==> src/rtl/frs_pkg.sv <==
/*
 * Constants for the flash reset and deep-sleep controller.
 * Assumes a 100 MHz core clock; all pin timing is counted in its cycles.
 */
`default_nettype none
package frs_pkg;
    // Clock period, ns
    localparam int unsigned CLK_PERIOD_NS          = 10;
    // Reset pulse minimum, ns
    localparam int unsigned RESET_PULSE_MIN_NS     = 100;
    localparam int unsigned RESET_PULSE_MIN_CYC    = (RESET_PULSE_MIN_NS + CLK_PERIOD_NS - 1) / CLK_PERIOD_NS;
    // Reset abort latency maximum, us
    localparam int unsigned RESET_ABORT_LATENCY_US = 25;
    localparam int unsigned RESET_ABORT_LATENCY_CYC = (RESET_ABORT_LATENCY_US * 1000) / CLK_PERIOD_NS;
    // Cycles of pin sync and state pipeline around the abort count
    localparam int unsigned ABORT_LAG_CYC          = 5;
    // Supply valid to reset release, ns
    localparam int unsigned SUPPLY_TO_RELEASE_NS   = 300;
    // Sleep pulse minimum, ns
    localparam int unsigned SLEEP_PULSE_MIN_NS     = 100;
    localparam int unsigned SLEEP_PULSE_MIN_CYC    = (SLEEP_PULSE_MIN_NS + CLK_PERIOD_NS - 1) / CLK_PERIOD_NS;
    // Sleep exit to select low, us
    localparam int unsigned SLEEP_EXIT_TO_SELECT_US = 75;
    localparam int unsigned SLEEP_EXIT_TO_SELECT_CYC =
        (SLEEP_EXIT_TO_SELECT_US * 1000 + CLK_PERIOD_NS - 1) / CLK_PERIOD_NS;
    // Status register value after reset or deep sleep
    localparam logic [15:0] STATUS_DEFAULT         = 16'h0080;
    // Extended configuration field positions
    localparam int unsigned ECR_SLEEP_EN_BIT       = 15;
    localparam int unsigned ECR_SLEEP_POL_BIT      = 14;
    // Status error bits cleared by deep sleep
    localparam logic [15:0] STATUS_ERR_MASK        = 16'h007F;
    // Controller states
    typedef enum logic [4:0] {
        ST_RESET   = 5'h01,
        ST_ABORT   = 5'h02,
        ST_ACTIVE  = 5'h04,
        ST_SLEEP   = 5'h08,
        ST_WAKE    = 5'h10
    } frs_state_type;
endpackage
`default_nettype wire

==> src/rtl/frs_cnt.sv <==
/*
 * Down-counter used to measure minimum and maximum delays.
 * Assumes load and count come from the same clock domain.
 */
`default_nettype none
module frs_cnt #(
    parameter int unsigned WIDTH = 16
) (
    input  wire logic             i_clk,    // Core clock
    input  wire logic             i_srst,   // Synchronous reset
    input  wire logic             i_load,   // Load start value
    input  wire logic [WIDTH-1:0] i_value,  // Start value
    output logic                  o_zero    // Count has expired
);
    logic [WIDTH-1:0] cnt_q;  // Current count
    logic [WIDTH-1:0] cnt_d;  // Next count

    // Refuse a counter too narrow to count
    if (WIDTH < 2) begin
        $error("WIDTH too small");
    end

    // Load or decrement toward zero
    always_comb begin
        cnt_d = cnt_q;
        if (i_load) begin
            cnt_d = i_value;
        end else if (cnt_q != '0) begin
            cnt_d = cnt_q - WIDTH'(1);
        end
    end

    // Register the count
    always_ff @(posedge i_clk) begin
        if (i_srst) begin
            cnt_q <= '0;
        end else begin
            cnt_q <= cnt_d;
        end
    end

    assign o_zero = (cnt_q == '0);
endmodule
`default_nettype wire

==> src/rtl/frs_ctrl.sv <==
/*
 * Reset and deep-sleep controller of a parallel flash device.
 * Assumes pin inputs are asynchronous to I_CLOCK and that the array
 * engine reports program, erase and suspend state on the same clock.
 */
// Notes on behaviour
// - Reset low: ignore inputs, float outputs
// - Reset during program/erase completes within 25 us
// - Idle reset completes within minimum pulse
// - Leave reset: read-array mode, status 0080h
// - Reset aborts program or erase
// - Quiet address after read enters standby
// - Deep sleep needs enable bit, deselect, pin
// - Deep sleep aborts program or erase
// - Deep sleep discards suspended operation
// - Deep sleep ignores all but pin, reset
// - Deep sleep keeps config, resets status
// - Pin release exits sleep after delay
// - Bit 14 zero makes sleep pin active low
`default_nettype none
module frs_ctrl
    import frs_pkg::*;
#(
    parameter int unsigned ABORT_CYC = RESET_ABORT_LATENCY_CYC,  // Worst-case abort length
    parameter int unsigned WAKE_CYC  = SLEEP_EXIT_TO_SELECT_CYC  // Sleep exit delay
) (
    input  wire logic        I_CLOCK,             // Core clock
    input  wire logic        I_SRST,              // Synchronous reset
    input  wire logic        I_RESET_N,           // Reset pin, active low
    input  wire logic        I_CHIP_SELECT_N,     // Chip select pin, active low
    input  wire logic        I_DEEP_SLEEP_PIN,    // Deep-sleep pin, raw level
    input  wire logic        I_ADDR_ACTIVITY,     // Address lines toggled this cycle
    input  wire logic        I_READ_DONE,         // Array read finished
    input  wire logic        I_PROG_ERASE_BUSY,   // Program or erase running
    input  wire logic        I_SUSPENDED,         // Program or erase suspended
    input  wire logic        I_STATUS_SET_VALID,  // Engine writes status
    input  wire logic [15:0] I_STATUS_SET,        // Status value from engine
    input  wire logic [15:0] I_EXTENDED_CONFIG_REG, // Extended configuration
    output logic             O_INPUTS_ENABLE,     // Address and control accepted
    output logic             O_OUTPUTS_ENABLE_N,  // Low lets data and wait drive
    output logic             O_ABORT_OPERATION,   // Abort program or erase
    output logic             O_DISCARD_SUSPEND,   // Drop suspended operation
    output logic             O_READ_ARRAY_MODE,   // Force asynchronous read-array
    output logic             O_STANDBY,           // Automatic power saving
    output logic             O_DEEP_SLEEP,        // In deep power-down
    output logic             O_READY,             // Accepting operations
    output logic [15:0]      O_STATUS             // Status register
);
    // Two-flop synchronisers for pins
    logic [2:0] pin_meta_q;  // First stage
    logic [2:0] pin_sync_q;  // Second stage
    logic       rst_n_s;     // Synced reset pin
    logic       cs_n_s;      // Synced chip select
    logic       sleep_s;     // Synced sleep pin level

    logic          sleep_asserted;  // Sleep pin at its active level
    logic          sleep_enable;    // Deep sleep permitted
    frs_state_type state_q;         // Current state
    frs_state_type state_d;         // Next state
    logic          load_q;          // Counter load pulse
    logic          load_d;
    logic [31:0]   load_val_q;      // Counter start value
    logic [31:0]   load_val_d;
    logic          cnt_zero;        // Delay expired
    logic          started_q;       // Counter has been loaded for this phase
    logic          started_d;
    logic [15:0]   status_q;        // Status register
    logic [15:0]   status_d;
    logic          standby_q;       // Standby flag
    logic          standby_d;
    logic          rdm_q;           // Read-array pulse
    logic          rdm_d;
    logic          abort_q;         // Abort pulse
    logic          abort_d;
    logic          discard_q;       // Discard pulse
    logic          discard_d;

    // Refuse delays that the counter pipeline cannot serve
    if (WAKE_CYC < 1 || ABORT_CYC <= ABORT_LAG_CYC) begin
        $error("Delay counts too small");
    end

    // Pin synchronisers
    always_ff @(posedge I_CLOCK) begin
        if (I_SRST) begin
            pin_meta_q <= 3'h2;  // Reset pin asserted, deselected
            pin_sync_q <= 3'h2;
        end else begin
            pin_meta_q <= {I_DEEP_SLEEP_PIN, I_CHIP_SELECT_N, I_RESET_N};
            pin_sync_q <= pin_meta_q;
        end
    end

    assign rst_n_s = pin_sync_q[0];
    assign cs_n_s  = pin_sync_q[1];
    assign sleep_s = pin_sync_q[2];
    // Polarity follows bit 14; zero means active low
    assign sleep_asserted = I_EXTENDED_CONFIG_REG[ECR_SLEEP_POL_BIT] ? sleep_s : ~sleep_s;
    // All four entry conditions at once, in any order of arrival
    assign sleep_enable = I_EXTENDED_CONFIG_REG[ECR_SLEEP_EN_BIT] & rst_n_s & cs_n_s & sleep_asserted;

    // Shared delay counter, cycles of the reference clock
    frs_cnt #(
        .WIDTH   (32)
    ) u_cnt (
        .i_clk   (I_CLOCK),
        .i_srst  (I_SRST),
        .i_load  (load_q),
        .i_value (load_val_q),
        .o_zero  (cnt_zero)
    );

    // Next-state logic
    always_comb begin
        state_d    = state_q;
        load_d     = 1'b0;
        load_val_d = load_val_q;
        started_d  = started_q;
        status_d   = status_q;
        standby_d  = standby_q;
        rdm_d      = 1'b0;
        abort_d    = 1'b0;
        discard_d  = 1'b0;
        if (!rst_n_s && state_q != ST_RESET && state_q != ST_ABORT) begin
            // Reset pin asserted from any other state
            started_d = 1'b0;
            standby_d = 1'b0;
            if (I_PROG_ERASE_BUSY) begin
                abort_d    = 1'b1;
                load_d     = 1'b1;
                load_val_d = ABORT_CYC - ABORT_LAG_CYC;  // Pipeline counted in the bound
                state_d    = ST_ABORT;
            end else begin
                state_d = ST_RESET;  // Idle reset done at once
            end
        end else begin
            unique case (state_q)
                ST_RESET: begin
                    // Release: read-array mode and default status
                    if (rst_n_s) begin
                        rdm_d    = 1'b1;
                        status_d = STATUS_DEFAULT;
                        state_d  = ST_ACTIVE;
                    end
                end
                ST_ABORT: begin
                    // Abort finishes within the latency bound
                    if (cnt_zero && !load_q) begin
                        state_d = ST_RESET;
                    end
                end
                ST_ACTIVE: begin
                    if (sleep_enable) begin
                        // Abort running work and drop suspend on entry
                        abort_d   = I_PROG_ERASE_BUSY;
                        discard_d = I_SUSPENDED;
                        // Status back to default, errors cleared
                        status_d  = STATUS_DEFAULT & ~STATUS_ERR_MASK;
                        standby_d = 1'b0;
                        state_d   = ST_SLEEP;
                    end else begin
                        if (I_STATUS_SET_VALID) begin
                            status_d = I_STATUS_SET;
                        end
                        // Quiet address after a read: standby
                        if (I_ADDR_ACTIVITY) begin
                            standby_d = 1'b0;  // Address moved: leave standby
                        end else if (I_READ_DONE) begin
                            standby_d = 1'b1;  // Read done, address quiet
                        end
                    end
                end
                ST_SLEEP: begin
                    // Only sleep pin and reset matter here
                    if (!sleep_asserted) begin
                        load_d     = 1'b1;
                        load_val_d = WAKE_CYC;
                        started_d  = 1'b1;
                        state_d    = ST_WAKE;
                    end
                end
                ST_WAKE: begin
                    // Exit delay before standby and operations
                    if (started_q && cnt_zero && !load_q) begin
                        started_d = 1'b0;
                        standby_d = 1'b1;
                        state_d   = ST_ACTIVE;
                    end
                end
                default: begin
                    state_d = ST_RESET;
                end
            endcase
        end
    end

    // Register state
    always_ff @(posedge I_CLOCK) begin
        if (I_SRST) begin
            state_q    <= ST_RESET;
            load_q     <= 1'b0;
            load_val_q <= 32'h0;
            started_q  <= 1'b0;
            status_q   <= STATUS_DEFAULT;
            standby_q  <= 1'b0;
            rdm_q      <= 1'b0;
            abort_q    <= 1'b0;
            discard_q  <= 1'b0;
        end else begin
            state_q    <= state_d;
            load_q     <= load_d;
            load_val_q <= load_val_d;
            started_q  <= started_d;
            status_q   <= status_d;
            standby_q  <= standby_d;
            rdm_q      <= rdm_d;
            abort_q    <= abort_d;
            discard_q  <= discard_d;
        end
    end

    // Output flops; inputs masked and outputs floated in reset
    always_ff @(posedge I_CLOCK) begin
        if (I_SRST) begin
            O_INPUTS_ENABLE    <= 1'b0;
            O_OUTPUTS_ENABLE_N <= 1'b1;
            O_DEEP_SLEEP       <= 1'b0;
            O_READY            <= 1'b0;
        end else begin
            O_INPUTS_ENABLE    <= (state_d == ST_ACTIVE);
            O_OUTPUTS_ENABLE_N <= (state_d != ST_ACTIVE) | cs_n_s;
            O_DEEP_SLEEP       <= (state_d == ST_SLEEP) | (state_d == ST_WAKE);
            O_READY            <= (state_d == ST_ACTIVE);
        end
    end

    assign O_ABORT_OPERATION = abort_q;
    assign O_DISCARD_SUSPEND = discard_q;
    assign O_READ_ARRAY_MODE = rdm_q;
    assign O_STANDBY         = standby_q;
    assign O_STATUS          = status_q;
endmodule
`default_nettype wire

==> config.mk <==
export PLATFORM = sky130hd
export DESIGN_NAME = frs_ctrl
export DESIGN_NICKNAME = d
export VERILOG_FILES = /design/src/rtl/frs_pkg.sv /design/src/rtl/frs_cnt.sv /design/src/rtl/frs_ctrl.sv
export SDC_FILE = /design/constraint.sdc
export NUM_CORES = 1
export LEC_CHECK = 0
export BUFFER_PORTS_ARGS = -buffer_cell sky130_fd_sc_hd__buf_2
export CORE_MARGIN = 2
export CORE_UTILIZATION = 50
export CTS_BUF_LIST = sky130_fd_sc_hd__clkbuf_8
export DETAILED_ROUTE_END_ITERATION = 8
export HOLD_SLACK_MARGIN = 0.06
export PLACE_DENSITY_LB_ADDON = 0.1
export SLEW_MARGIN = 15
export SYNTH_ARGS = -nofsm -noshare
export SYNTH_HDL_FRONTEND = slang
export SYNTH_SLANG_ARGS = --single-unit
export TNS_END_PERCENT = 20
==> constraint.sdc <==
create_clock -name I_CLOCK -period 6.3 [get_ports I_CLOCK]
set_clock_uncertainty 0.05 [all_clocks]
set_input_delay 0.63 -clock I_CLOCK [delete_from_list [all_inputs] [get_ports I_CLOCK]]
set_output_delay 0.63 -clock I_CLOCK [all_outputs]
set_load 0.01 [all_outputs]
==> results of run 1 <==
[stage by stage]
stage,util,setup WS (ns),power (W),instance area (µm²)
after floorplan,-,4.244,0.001034,3408
after global placement,0.5511,3.871,0.001126,3682
after detailed placement,0.5511,3.814,0.001145,3682
after CTS,0.5845,3.907,0.001556,3905
after global routing,0.5845,3.761,0.001659,3905
final,0.5845,3.884,0.001546,3905
[worst max path at each step]
stage | end | slack [ns] | start
finish | O_OUTPUTS_ENABLE_N | 3.88 | u_cnt.cnt_q[24]
global route | O_OUTPUTS_ENABLE_N | 3.76 | u_cnt.cnt_q[14]
CTS | O_OUTPUTS_ENABLE_N | 3.91 | u_cnt.cnt_q[24]
detailed placement | O_STATUS[7] | 3.81 | I_EXTENDED_CONFIG_REG[14]
global placement | O_STATUS[14] | 3.87 | I_EXTENDED_CONFIG_REG[14]
floorplan | O_OUTPUTS_ENABLE_N | 4.24 | u_cnt.cnt_q[24]
[layout by cell type, fill, tap and decap left out, types with 3 or more instances in the layout]
master / count
a21oi_1: 21
a31o_2: 3
a31oi_1: 6
a41o_1: 5
and3_1: 3
and4_1: 3
buf_2: 51
buf_4: 3
clkbuf_8: 10
dfxtp_1: 71
inv_1: 7
mux2i_1: 19
nand2_1: 40
nand2b_1: 17
nand3_1: 6
nand3b_1: 3
nand4_1: 4
nor2_1: 31
nor2b_1: 8
nor3_1: 13
nor3b_1: 6
nor4_1: 9
nor4b_1: 4
o21ai_0: 7
o31ai_1: 11
or2_2: 10
or3_1: 13
or4_1: 4
xnor2_1: 5
xor2_1: 7
[power breakdown]
part | leakage (nW) | switching, W | total (W) | internal (W)
logic | 0.965 | 0.000316 | 0.000550 | 0.000234
registers | 0.578 | 0.0000771 | 0.000591 | 0.000514
clock network | 0.114 | 0.000172 | 0.000405 | 0.000232
total | 1.66 | 0.000566 | 0.00155 | 0.000980
[routing by layer]
metal,vias up,global-route usage,share of wire
met5,-,0,0
met4,0,0.05966,0.0082
met3,9,0.08381,0.052
met2,62,0.3392,0.47
met1,1346,0.2715,0.47
li1,1486,-,-
[final cells by class]
cell class              count  area, µm²
clock buffers              10      137.6
clock inverters             6      85.08
fillers                   647       2776
inverters                   6      22.52
multi-input cells         289       1861
flip-flops and latches     71       1421
well taps                  80      100.1
repair buffers             54      277.8
[state kept, by name (all words and copies together) (netlist names)]
signal and flops:
state_q 5, load_q 1, started_q 1, O_READ_ARRAY_MODE 1
O_STANDBY 1, O_DEEP_SLEEP 1, u_cnt.cnt_q 32, O_STATUS 16
pin_meta_q 3, pin_sync_q 3, O_DISCARD_SUSPEND 1, load_val_q 3
O_OUTPUTS_ENABLE_N 1, O_ABORT_OPERATION 1, O_READY 1
[logic make-up after synthesis]
family          share of synthesized area
simple gates                       0.3065
fa+ha+maj                        0.007341
compound gates                     0.1454
mux                               0.05580
flops                              0.4170
xor+xnor                          0.03084
buf+inv                           0.03708
==> impl_metrics.yaml, run 1 <==
pwr:
  peakVddDrop_v: 0.0001571
  leakagePower_nw: 1.656
  p_per_area_nw_per_um2: 395.9
setup_path:
  critical_path_class: "reg -> reg"
  r2r_cells: 5
  crit_buf_inv: 0
  crit_cells: 5
  cp_max_fo: 10
  cp-start-kind: "register"
  arrival_ns: 2.60
  cp.required_ns: 6.48
  path_cells: "or3_4 > or2_4 > nor4_4 > a21oi_2 > or3_1"
  timing.rr.start: "u_cnt.cnt_q[24]"
  crit_family: "simple AND/OR/NAND/NOR gates"
  slowest_delay_ns: 0.62
  crit_slowest_cell: "nor4_4"
  rrSetupSlack_ns: 3.88
  rr_endpoint: "O_OUTPUTS_ENABLE_N"
  cp-end-kind: "register"
cells_and_area:
  fin_cells: 516
  area_delta_synth_final_pct: 14.57
  diodes: 0
  layout-drive-gt1-share: 0.2179
  layout.nets: 475
detailed_routing:
  routed-via-count: 2903
  drt_iter0_markers: 161
  postRouteAntennaNets: 0
  drt_wl_total_um: 7450
  routedWlPerCell_um: 14.44
  route.detailed.drc: 0
  drt-pass1-iter-count: 4
  vias_per_cell: 5.626
global_route:
  antenna_found_initial: 0
  overflow: 0
  grt_max_degree: 54
  grt_use_total: 0.2138
  grt_pass1_vias: 2681
  grt_first_pass_wirelength_um: 12670
clock_tree:
  cts_tree: "built"
  post_cts_buffers: 0
  htree_levels: 3
  path_clk_slew_ns: 0.08
  cts_root_buffer: "clkbuf_8"
  ctsHoldBuffers: 0
  clk_latency_ns: 0.35
  clock_path_buffers: 2
  cts_buffers: 9
  cts.sinks: 71
  cts-resized-gates: 0
placed_design:
  gp_congestion: 0.8643
  hpwl_um: 4979
  numPortBuffers: 51
  dpl.cell_count: 500
logic_synthesis:
  async_reset_ff_frac: 0
  syn_area_um2: 3408
  yosysTopAreaCellShare: 0.4170
  ys_seq_area_frac: 0.4170
  synth_edf_count: 0
  syn_inst: 389
  yosysMostFrequentCell: "dfxtp_1"
  yosys-top-cells-count: "71 x dfxtp_1, 40 x nand2_1, 31 x nor2_1, 21 x a21oi_1, 19 x mux2i_1"
  synthFlopType: "dfxtp_1"
  ys_top_cells_by_area: "dfxtp_1 42%, mux2i_1 5.6%, nand2_1 4.4%"
  synth_fp_nets: 433
  syn_avg_cell_area_um2: 8.762
  synth_top_cell_by_area: "dfxtp_1"
  synth_cell_types: 55
  yosysWarnings: 0
  ys_ff_latch: 71
sta:
  finalSetupViolCount: 0
  hold_violations: 0
  fmax_ghz: 0.4138
  rsz0062_at_grt: "false"
  timing.max_slew.rel_slack: 0.4194
  setup_tns_ns: 0
  whs_ns: 0.3617
  drv_slew: 0
  fin_crit_sh: 0.3836
  tightest_slew_ns: 0.8677
  fin_crit_ns: 2.416
die:
  die_y_um: 86.56
  num_io_pins: 66
  fp-row-count: 30
  coreArea_um2: 6681
  die_x_um: 86.56
  die_area_um2: 7493
  start_util: 0.5101
hold_path:
  min_to: "pin_sync_q[1]"
  min_path_type: "reg -> reg"
  min-delay-start: "pin_meta_q[1]"
  whs_path_depth: 1
job:
  cap_viol_max_count: 0
status:
  status: "complete, no violations"
No activity file was read; power rests on OpenSTA's default activity.
==> run 2, diff against run 1 <==
ABC_AREA = 1   (was default)
clock period = 1.95 ns   (was 6.3 ns; I/O delays follow)
==> run 2 against run 1 <==
Global-route usage rose by 3.2 points. Worst hold slack worse by 0.28 ns. Largest power group is now combinational cells. Maximum frequency rose by 33%. Largest cell class unchanged. Setup slack got worse by 3.7 ns. Count of clock-buffer cells in the layout down 1. Core utilization rose by 3.8 points. Highest routed layer unchanged. Area after synthesis increased by 7.9%. Die area is 7.5% higher.
==> impl_metrics.yaml, run 2 <==
status:
  status: "complete, no violations"
clock_tree:
  clock_path_buffers: 2
  cts.sinks: 71
  htree_levels: 3
  clk_latency_ns: 0.37
  cts_buffers: 9
  cts_tree: "built"
  cts_root_buffer: "clkbuf_8"
  path_clk_slew_ns: 0.07
pwr:
  p_seq_frac: 0.273
  p_per_area_nw_per_um2: 1757
  power.share.clock: 0.170
  leakagePower_nw: 2.084
  power.total_w: 0.007846
  swShare: 0.4862
  p_int_w: 0.004031
  comb_power_share: 0.558
  p_sw_w: 0.003815
  peakVddDrop_v: 0.0006273
logic_synthesis:
  synth_fa_ha_area_frac: 0.006807
  yosys-top-cells-count: "94 x nand2_1, 76 x nor2_1, 71 x dfxtp_1, 44 x inv_1, 43 x nand3_1"
  synthMuxAreaShare: 0
  synthSimpleGateAreaFrac: 0.4023
  yosysTopAreaCellShare: 0.3867
  syn_area_um2: 3676
  synth_top_cell_by_area: "dfxtp_1"
  synth_top_family_by_area: "simple AND/OR/NAND/NOR gates"
  yosysWarnings: 0
  ys_seq_area_frac: 0.3867
  ys_ff_latch: 71
  async_reset_ff_frac: 0
  synth_compound_area_frac: 0.09530
  yosysMostFrequentCell: "nand2_1"
  synthXorXnorAreaFrac: 0.03336
  syn_avg_cell_area_um2: 7.308
  synth_cell_types: 41
  syn_inst: 503
  synthFlopType: "dfxtp_1"
  synth_fp_nets: 547
  ys_top_cells_by_area: "dfxtp_1 39%, nand2_1 9.6%, nor2_1 7.8%"
  synth_edf_count: 0
setup_path:
  arrival_ns: 1.99
  crit_family: "compound AO/OA/AOI/OAI gates"
  cp-end-kind: "register"
  path_cells: "inv_1 > ha_1 > nand3_1 > or2_0 > nor2_1 > nand2_1 > nor2_2 > a21oi_1 > a21oi_1"
  cp_max_fo: 4
  crit_slowest_cell: "dfxtp_1"
  crit_buf_inv: 1
  cp.required_ns: 2.12
  critPathMostFrequentCell: "a21oi_1"
  critical_path_class: "reg -> reg"
  cp-start-kind: "register"
  slowest_delay_ns: 0.40
job:
  cap_viol_max_count: 0
sta:
  timing.max_slew.rel_slack: 0.6821
  fmax_ghz: 0.5519
  timing.final.ws_setup_ns: 0.1380
  drv_slew: 0
  setup_tns_ns: 0
  tightest_slew_ns: 0.4751
  fin_crit_sh: 0.9293
  whs_ns: 0.07708
  finalSetupViolCount: 0
  rsz0062_at_grt: "false"
  fin_crit_ns: 1.812
  hold_violations: 0
detailed_routing:
  drt-pass1-iter-count: 5
  drt_wl_total_um: 9487
  drt_iter0_markers: 170
  routed-via-count: 3496
  routedWlPerCell_um: 13.85
  vias_per_cell: 5.104
  postRouteAntennaNets: 0
  route.detailed.drc: 0
global_route:
  antenna_found_initial: 0
  grtUsageMet3: 0.05700
  grt_busiest_layer: "met2"
  grt_max_degree: 21
  met2_usage: 0.4312
  grt_pass1_vias: 3480
  overflow: 0
  grt_first_pass_wirelength_um: 16000
  grt_use_total: 0.2463
  use_met1: 0.2841
cells_and_area:
  largest_register_ffs: 32
  final_cell_mix: "94 x nand2_1, 75 x nor2_1, 71 x dfxtp_1, 51 x buf_2, 45 x inv_1"
  regMostFlops: "u_cnt.cnt_q"
  diodes: 0
  layout.nets: 625
  final_common_cell: "nand2_1"
  layout-drive-gt1-share: 0.2491
  area_delta_synth_final_pct: 21.48
die:
  die_area_um2: 8054
  start_util: 0.5123
  die_y_um: 89.75
  fp-row-count: 31
  die_x_um: 89.75
  num_io_pins: 66
  coreArea_um2: 7176
placed_design:
  hpwl_um: 6783
  numPortBuffers: 51
  gp_congestion: 0.9337
  pre_cts_ws_ns: 0.1964
hold_path:
  min_path_type: "in -> reg"
-- run 2: cell types whose count changed after synthesis, sizes merged, moves of 8 or more --
cell	delta
a21oi	+15
clkbuf	-9
inv	+42
mux2i	-19
nand2	+74
nand2b	-17
nand3	+42
nor2	+65
nor2b	-8
o31ai	-11
or3	-15
-- run 2: path summary, 6_finish.rpt --
path | from | to | slack, ns | cells past startpoint
min reg2reg | pin_meta_q[0] | pin_sync_q[0] | 0.36 | 2
max reg2reg | u_cnt.cnt_q[1] | u_cnt.cnt_q[1] | 0.14 | 9
min | I_PROG_ERASE_BUSY | O_ABORT_OPERATION | 0.08 | 3
max | u_cnt.cnt_q[1] | u_cnt.cnt_q[1] | 0.14 | 9
-- run 2: cells by family (layout without fill, tap and decap cells) --
kind of cell / after synthesis / after routing
AND/OR/NAND/NOR: 294 / 294
flip-flops: 71 / 71
buffers and inverters: 63 / 146
AO/OA/AOI/OAI: 59 / 59
XOR/XNOR: 14 / 14
adder cells (fa/ha/maj): 2 / 2
-- run 2: through the flow --
step                cells  instance area (µm²)  utilization
CTS                   685                 4463       0.6220
finish                685                 4466       0.6223
detailed placement    649                 4043       0.5634
global placement      649                 4043       0.5634
global route          685                 4466       0.6223
floorplan             503                 3676            -
-- run 2: area by class of cell --
type                            instances  area, µm²
Timing Repair Buffer                   81      530.5
Multi-Input combinational cell        369       1979
Tap cell                               99      123.9
Inverter                               49      190.2
Fill cell                             659       2710
Clock inverter                          7      96.34
Clock buffer                            9      123.9
Sequential cell                        71       1421
-- run 2: what timing repair did --
item,4_1_cts,5_1_grt
endpoints found under the hold margin,20,0
endpoints found under the setup margin,0,1
setup buffers,0,0
resized for setup,0,1
hold buffers,20,0
-- run 2: power by group through the flow --
| stage | Clock, W | Sequential [W] | Combinational [W] |
|---|---|---|---|
| 2_1_floorplan | 0 | 0.00208 | 0.00341 |
| 3_3_place_gp | 0 | 0.00216 | 0.00423 |
| 3_5_place_dp | 0 | 0.00216 | 0.00428 |
| 4_1_cts | 0.00135 | 0.00213 | 0.00434 |
| 5_1_grt | 0.00141 | 0.00219 | 0.00495 |
| 6_report | 0.00133 | 0.00214 | 0.00438 |
-- run 2: per-layer routing --
metal,share of wire,vias to the layer above
li1,-,1780
met1,0.42,1582
met2,0.50,106
met3,0.051,28
met4,0.033,0
met5,0,-
-- run 2: worst min-delay path, delay by kind of cell --
family | cells | cell delay, ns
compound gates | 1 | 0.06
buf+inv | 2 | 0.18
